===== src/include/scan_input_defs.vh =====
// register map, field layout and limits of the process-data decoder
`ifndef SCAN_INPUT_DEFS_VH
`define SCAN_INPUT_DEFS_VH
`define REG_CTRL      12'h000
`define REG_INPUTS    12'h004
`define REG_SPEED     12'h008
`define REG_CASENUM   12'h00C
`define REG_CONFIG    12'h010
`define REG_STATUS    12'h014
`define CTRL_SWEN     0
`define CTRL_SLEEP    1
`define CTRL_SPDOK    2
`define CFG_ONEOFN    0
`define INPUTS_MSB 15
`define WORD_MSB 15
`define CASE_MSB 7
`define SPEED_MSB     11
`define SPEED_MAX     12'sh7D0
`define SPEED_MIN     12'sh830
`define CASE_INVALID  8'h00
`define CASE_MAX      8'hFE
`define CASE_NONE     8'h00
`define ZERO32        32'h00000000
`endif


===== src/logic/case_select_eval.v =====
// evaluates the sixteen case-selection inputs into a case index
`timescale 1ns/1ps
module case_select_eval (
  // inputs
  input wire [15:0] inputs,
  input wire oneOfN,
  // result
  output reg [4:0] index,
  output reg valid
);
  integer i;
  reg [4:0] ones;
  reg pairsOk;
  always @* begin
    index = 5'h00;
    valid = 1'b0;
    ones = 5'h00;
    pairsOk = 1'b1;
    if (oneOfN) begin
      // exactly one input high selects that input
      for (i = 0; i < 16; i = i + 1) begin
        if (inputs[i]) begin
          ones = ones + 5'h01;
          index = i[4:0];
        end
      end
      valid = (ones == 5'h01);
    end else begin
      // each pair must be complementary; even members of pairs 0-3 give the four index bits
      for (i = 0; i < 8; i = i + 1) begin
        if (inputs[2*i] == inputs[2*i+1])
          pairsOk = 1'b0;
      end
      for (i = 0; i < 4; i = i + 1)
        index[i] = inputs[2*i];
      valid = pairsOk;
    end
  end
endmodule // case_select_eval


===== src/logic/scanner_input_process_data.v =====
// apb-mapped decoder for the cyclic process data a controller sends
//
// Implementation choices: the APB register port and the address map.
`timescale 1ns/1ps
`include "scan_input_defs.vh"
module scanner_input_process_data (
  // clock and reset
  input wire clk_sys,
  input wire nrst,
  // apb slave
  input wire psel,
  input wire penable,
  input wire pwrite,
  input wire [11:0] paddr,
  input wire [31:0] pwdata,
  output reg [31:0] prdata,
  output reg pready,
  output reg pslverr,
  // decoded results
  output reg sleepActive,
  output reg caseSwitchActive,
  output reg [7:0] activeCase,
  output reg [4:0] selectIndex,
  output reg selectValid,
  output reg signed [15:0] safeSpeed,
  output reg speedUsable
);
  reg caseSwitchEnable;
  reg sleepRequest;
  reg safeSpeedOk;
  reg [15:0] caseSelectInputs;
  reg [15:0] safeSpeedWord;
  reg [7:0] caseNumberTableOne;
  reg oneOfNMode;
  wire [4:0] evalIndex;
  wire evalValid;
  reg [31:0] next_prdata;
  reg next_pslverr;
  wire apbTaken;
  wire apbCommit;
  wire signed [11:0] speedField;
  wire speedInRange;
  wire caseValid;

  function inRange;
    input signed [11:0] v;
    begin
      inRange = (v <= `SPEED_MAX) && (v >= `SPEED_MIN);
    end
  endfunction

  assign apbTaken = psel & penable & ~pready;
  // writes wait for the completing edge, so an aborted access changes nothing
  assign apbCommit = psel & penable & pready & pwrite;
  assign speedField = safeSpeedWord[`SPEED_MSB:0];
  assign speedInRange = inRange(speedField);
  assign caseValid = (caseNumberTableOne != `CASE_INVALID) &&
    (caseNumberTableOne <= `CASE_MAX);

  case_select_eval case_select_eval_inst (
    .inputs(caseSelectInputs),
    .oneOfN(oneOfNMode),
    .index(evalIndex),
    .valid(evalValid)
  );

  // read data and error answer for the access about to be taken
  always @* begin
    next_prdata = `ZERO32;
    next_pslverr = 1'b0;
    if (paddr == `REG_CTRL) begin
      if (!pwrite)
        next_prdata = {29'h00000000, safeSpeedOk, sleepRequest,
          caseSwitchEnable};
    end else if (paddr == `REG_INPUTS) begin
      if (!pwrite)
        next_prdata = {16'h0000, caseSelectInputs};
    end else if (paddr == `REG_SPEED) begin
      if (!pwrite)
        next_prdata = {16'h0000, safeSpeedWord};
    end else if (paddr == `REG_CASENUM) begin
      if (!pwrite)
        next_prdata = {24'h000000, caseNumberTableOne};
    end else if (paddr == `REG_CONFIG) begin
      if (!pwrite)
        next_prdata = {31'h00000000, oneOfNMode};
    end else if (paddr == `REG_STATUS) begin
      // read-only snapshot of decoded state
      if (pwrite)
        next_pslverr = 1'b1;
      else
        next_prdata = {8'h00, activeCase, speedUsable, selectValid,
          selectIndex, caseSwitchActive, sleepActive, 7'h00};
    end else begin
      next_pslverr = 1'b1;
    end
  end

  // apb answer, one wait state: pready is high in the second access cycle
  always @(posedge clk_sys or negedge nrst) begin
    if (!nrst) begin
      pready <= 1'b0;
      pslverr <= 1'b0;
      prdata <= `ZERO32;
    end else begin
      pready <= apbTaken;
      pslverr <= apbTaken & next_pslverr;
      if (apbTaken)
        prdata <= next_prdata;
    end
  end

  // process data words, written at the edge that sees pready high
  always @(posedge clk_sys or negedge nrst) begin
    if (!nrst) begin
      caseSwitchEnable <= 1'b0;
      sleepRequest <= 1'b0;
      safeSpeedOk <= 1'b0;
      caseSelectInputs <= 16'h0000;
      safeSpeedWord <= 16'h0000;
      caseNumberTableOne <= `CASE_NONE;
      oneOfNMode <= 1'b0;
    end else if (apbCommit) begin
      if (paddr == `REG_CTRL) begin
        caseSwitchEnable <= pwdata[`CTRL_SWEN];
        sleepRequest <= pwdata[`CTRL_SLEEP];
        safeSpeedOk <= pwdata[`CTRL_SPDOK];
      end else if (paddr == `REG_INPUTS) begin
        caseSelectInputs <= pwdata[`INPUTS_MSB:0];
      end else if (paddr == `REG_SPEED) begin
        safeSpeedWord <= pwdata[`WORD_MSB:0];
      end else if (paddr == `REG_CASENUM) begin
        caseNumberTableOne <= pwdata[`CASE_MSB:0];
      end else if (paddr == `REG_CONFIG) begin
        oneOfNMode <= pwdata[`CFG_ONEOFN];
      end
    end
  end

  // sleep and switch state follow their request bits one cycle later
  always @(posedge clk_sys or negedge nrst) begin
    if (!nrst) begin
      sleepActive <= 1'b0;
      caseSwitchActive <= 1'b0;
    end else begin
      sleepActive <= sleepRequest;
      caseSwitchActive <= caseSwitchEnable;
    end
  end

  // selection freezes while switching is disabled
  always @(posedge clk_sys or negedge nrst) begin
    if (!nrst) begin
      activeCase <= `CASE_NONE;
      selectIndex <= 5'h00;
      selectValid <= 1'b0;
    end else if (caseSwitchEnable) begin
      selectIndex <= evalIndex;
      selectValid <= evalValid;
      // an invalid number keeps the last valid case active
      if (caseValid)
        activeCase <= caseNumberTableOne;
    end
  end

  // invalid or out-of-range speed is reported as zero, unusable
  always @(posedge clk_sys or negedge nrst) begin
    if (!nrst) begin
      safeSpeed <= 16'sh0000;
      speedUsable <= 1'b0;
    end else if (safeSpeedOk && speedInRange) begin
      safeSpeed <= {{4{speedField[`SPEED_MSB]}}, speedField};
      speedUsable <= 1'b1;
    end else begin
      safeSpeed <= 16'sh0000;
      speedUsable <= 1'b0;
    end
  end
endmodule // scanner_input_process_data


===== config.mk =====
export PLATFORM = sky130hd
export DESIGN_NAME = scanner_input_process_data
export DESIGN_NICKNAME = d
export VERILOG_FILES = /design/src/logic/case_select_eval.v /design/src/logic/scanner_input_process_data.v
export VERILOG_INCLUDE_DIRS = /design/src /design/src/include
export SDC_FILE = /design/constraint.sdc
export NUM_CORES = 1
export LEC_CHECK = 0
export ABC_AREA = 0
export BUFFER_PORTS_ARGS = -buffer_cell sky130_fd_sc_hd__buf_2
export CAP_MARGIN = 10
export CORE_UTILIZATION = 30
export CTS_CLUSTER_DIAMETER = 120
export CTS_CLUSTER_SIZE = 8
export DETAILED_ROUTE_END_ITERATION = 10
export GPL_ROUTABILITY_DRIVEN = 0
export HOLD_SLACK_MARGIN = 0.1
export PLACE_DENSITY = 0.53
export SKIP_LAST_GASP = 1
export SYNTH_ARGS = -nofsm -noshare
export SYNTH_HDL_FRONTEND = slang
export SYNTH_SLANG_ARGS = --single-unit

===== constraint.sdc =====
create_clock -name clk_sys -period 9.2 [get_ports clk_sys]
set_input_delay 1.38 -clock clk_sys [delete_from_list [all_inputs] [get_ports clk_sys]]
set_output_delay 1.38 -clock clk_sys [all_outputs]
set_load 0.05 [all_outputs]

==> key figures <==
Final layout
  – Fin area: ~7000 sq um
  – Finished Layout Cells: roughly 940
  – Nets: 740
  – Post-layout util: approximately 36%
  – Layout cells sized above 1: a little under a third
  – Syn-to-layout area delta: 18.6%

Setup path
  – Worst EP required: about 9.4 ns
  – Crit path top cell by count: ha_1
  – Slowest CP cell: dfrtp_1
  – WS Path Type: flip-flop to flip-flop
  – Worst setup SP type: flip-flop
  – Crit path from: caseSelectInputs[1]$_DFFE_PN0P_
  – Length in cells of the worst reg-to-reg path: 44
  – CP max stage delay: 0.41 ns
  – Worst r2r dst: selectValid$_DFFE_PN0P_
  – Critical Path AT: about 9.0 ns
  – Worst Setup EP: selectValid$_DFFE_PN0P_
  – CP Max Fanout: 4
  – Reg2Reg Setup Slack: ~0.44 ns
  – Reg-to-Reg Start: caseSelectInputs[1]$_DFFE_PN0P_
  – Kind of end point of the critical path: flip-flop

Clock network
  – Depth of the CTS H-tree: 3
  – Largest buffer count on any clock path: 2
  – CTS tree: done
  – Clk sink count: slightly below 100
  – CTS root buffer: clkbuf_16
  – Clock buffer count from CTS: 9
  – Clock slew seen by the registers of the worst setup and hold paths: about 0.07 ns
  – Skew-Pair Late Insertion Delay: 0.34 ns

Yosys
  – Post-synthesis cell count: slightly below 600
  – YS warnings: 0
  – Synth async-reset ratio: 100%
  – Post-synth top flop: dfrtp_1
  – Seq/Total Area, Yosys: 41.2%
  – Cell Area, Synth: between 5000 and 6000 sq um
  – Synth cell types: 80
  – Synth Register Bits: just under 100
  – Post-synthesis area per instance: between 9 and 10 sq um
  – Post-synth EDFFs: 0

Routing
  – DR WL met3: ~580 microns
  – Routed WL: 15900 microns
  – Drt pass-1 iters: 4
  – Routed len/inst: approximately 17 microns
  – WL met1: approximately 7000 microns
  – Top sig layer: met5
  – DRC: 0
  – Initial DRC count: between 200 and 300
  – Met2 WL: 8110 microns
  – Remaining antenna violation count: 0
  – Via-to-Cell Ratio: ~5
  – Vias: 4731

GRT
  – First-pass GRT wire length: 25200 microns
  – Gr ovfl total: 0
  – Global Route Usage Sum: between 10% and 20%
  – Vias in the first global route: roughly 4600
  – Initial antenna violation count: 2
  – Largest net degree at the start of global routing: 58

Floorplanning
  – Num ports: around 120
  – Initial Util: a little under a third
  – Placement row count: a little over 50
  – Die H: approximately 140 microns
  – Die area: approximately 20000 sq um
  – Core area: between 15000 and 20000 sq um
  – Die X: 143 microns

Timing
  – Final Hold Violating Endpoints: 0
  – Slew HR: 20.1%
  – Part of the cycle the worst path needs: 95.2%
  – Tmin final: between 8 and 9 ns
  – Clock Skew: roughly 0.0075 ns
  – Slew Viols, Final: 0
  – Fmax: between 100 and 150 MHz
  – Final Hold Slack: roughly 0.4 ns
  – Worst slew pin tran: between 1 and 1.5 ns
  – Final Setup Violations: 0

Placed design
  – Port Buffers: 90
  – Placed Area: between 6000 and 7000 sq um
  – Placed Cells: ~920
  – Hpwl dp: between 10000 and 15000 microns

Pwr
  – Leakage power: 3.39 nW
  – Max VDD drop: between 0.00008 and 0.00009 V
  – Pwr dens: around 120 nW/um^2

Worst hold path
  – Min-delay worst type: flip-flop to flip-flop
  – Hold Crit Depth: 0
  – Worst Hold Launch: sleepRequest$_DFFE_PN0P_

Status
  – Status: complete, no violations

Run
  – Max capacitance violation total: 0
==> repair_timing <==
item | in CTS | in global routing
endpoints found under the setup margin | 1 | 1
hold buffers | 0 | 0
gates resized for setup | 1 | 25
pin swaps | 1 | 12
buffers inserted | 1 | 7
==> power breakdown <==
part           total (W)  internal (W)  switching (W)  leakage (nW)
Combinational  0.0000510     0.0000135      0.0000375          1.92
Sequential      0.000432      0.000431    0.000000534          1.32
Clock           0.000382      0.000214       0.000168         0.148
==> kinds of logic (layout without fill, tap and decap cells) <==
kind of cell / after synthesis / in the layout / synth area share (%)
AND/OR/NAND/NOR: 170 / 170 / 14.6
XOR/XNOR: 46 / 46 / 8.71
AO/OA/AOI/OAI: 137 / 137 / 15.2
buffers and inverters: 70 / 144 / 5.55
other: 1 / 10 / 0.0630
flip-flops: 98 / 98 / 41.2
multiplexers: 56 / 56 / 10.9
adder cells (fa/ha/maj): 18 / 18 / 3.79
==> final cells by class <==
type,instances,area (sq um)
well taps,265,332
repair buffers,103,551
flip-flops and latches,98,2450
clock buffers,9,225
multi-input cells,436,3320
fillers,1936,12400
inverters,25,96.3
diodes,1,2.50
clock inverters,7,76.3
==> state kept, by name, indices dropped and copies added (netlist names) <==
register            count
selectValid             1
pready                  1
oneOfNMode              1
sleepActive             1
safeSpeedOk             1
caseSwitchEnable        1
safeSpeed              12
activeCase              8
prdata                 24
speedUsable             1
safeSpeedWord          16
caseSwitchActive        1
caseNumberTableOne      8
selectIndex             4
pslverr                 1
caseSelectInputs       16
sleepRequest            1
==> worst min-delay path by stage <==
stage	end	slack [ns]
2_1_floorplan	sleepActive$_DFF_PN0_	0.37
3_3_place_gp	sleepActive$_DFF_PN0_	0.38
3_5_place_dp	sleepActive$_DFF_PN0_	0.40
4_1_cts	sleepActive$_DFF_PN0_	0.42
5_1_grt	sleepActive$_DFF_PN0_	0.43
6_report	sleepActive$_DFF_PN0_	0.41
==> synthesized netlist by cell type, drive strengths merged, types with 5 or more instances <==
cell type	n	share of area (%)
nand4	9	0.95
a21oi	32	2.7
dfrtp	98	41
buf	21	2.4
o21ai	48	4.1
xnor2	29	5.1
a22oi	5	0.63
a221oi	8	1.2
and2	20	2.1
nand3	7	0.67
mux2	48	9.1
and3	6	0.63
clkbuf	24	1.6
xor2	13	2.0
nor2	27	1.7
mux2i	6	1.0
a22o	8	1.2
nor3	6	0.50
or3	5	0.53
nand2	64	4.1
ha	18	3.8
inv	24	1.6
==> worst max-delay path: cells and delay by family (launching register included) <==
kind / cells / cell delay, ns
fa+ha+maj: 14 / 3.96
mux: 2 / 0.58
simple gates: 9 / 1.07
flops: 1 / 0.41
xor+xnor: 1 / 0.18
buf+inv: 4 / 0.28
compound gates: 14 / 2.16
==> routing by layer <==
| layer | GRT usage [%] | up-vias |
|---|---|---|
| li1 | - | 2260 |
| met1 | 19.7 | 2352 |
| met2 | 28.3 | 103 |
| met3 | 2.55 | 14 |
| met4 | 4.98 | 2 |
| met5 | 0 | - |
==> cell usage in the layout, fill, tap and decap left out, types with 7 or more instances in the layout <==
master     instances
o21ai_0           43
a221oi_1           7
conb_1             9
clkbuf_16          9
dfrtp_1           98
and2_1            18
nand2_1           60
inv_1             21
ha_1              13
nand4_1            9
a22o_1             8
buf_2             89
mux2_2            47
nor2_1            25
xnor2_1           24
a21oi_1           30
xor2_1            11
buf_4             14
==> through the flow <==
stage | TNS, ns | total power [W] | worst slack (ns)
after floorplan | 0 | 0.000470 | 0.944
after global placement | 0 | 0.000489 | 0.319
after detailed placement | -0.0166 | 0.000491 | -0.0166
after CTS | 0 | 0.000870 | 0.000509
after global routing | -0.0698 | 0.000895 | -0.0698
final | 0 | 0.000864 | 0.440
Power figures use the tool's default switching activity.
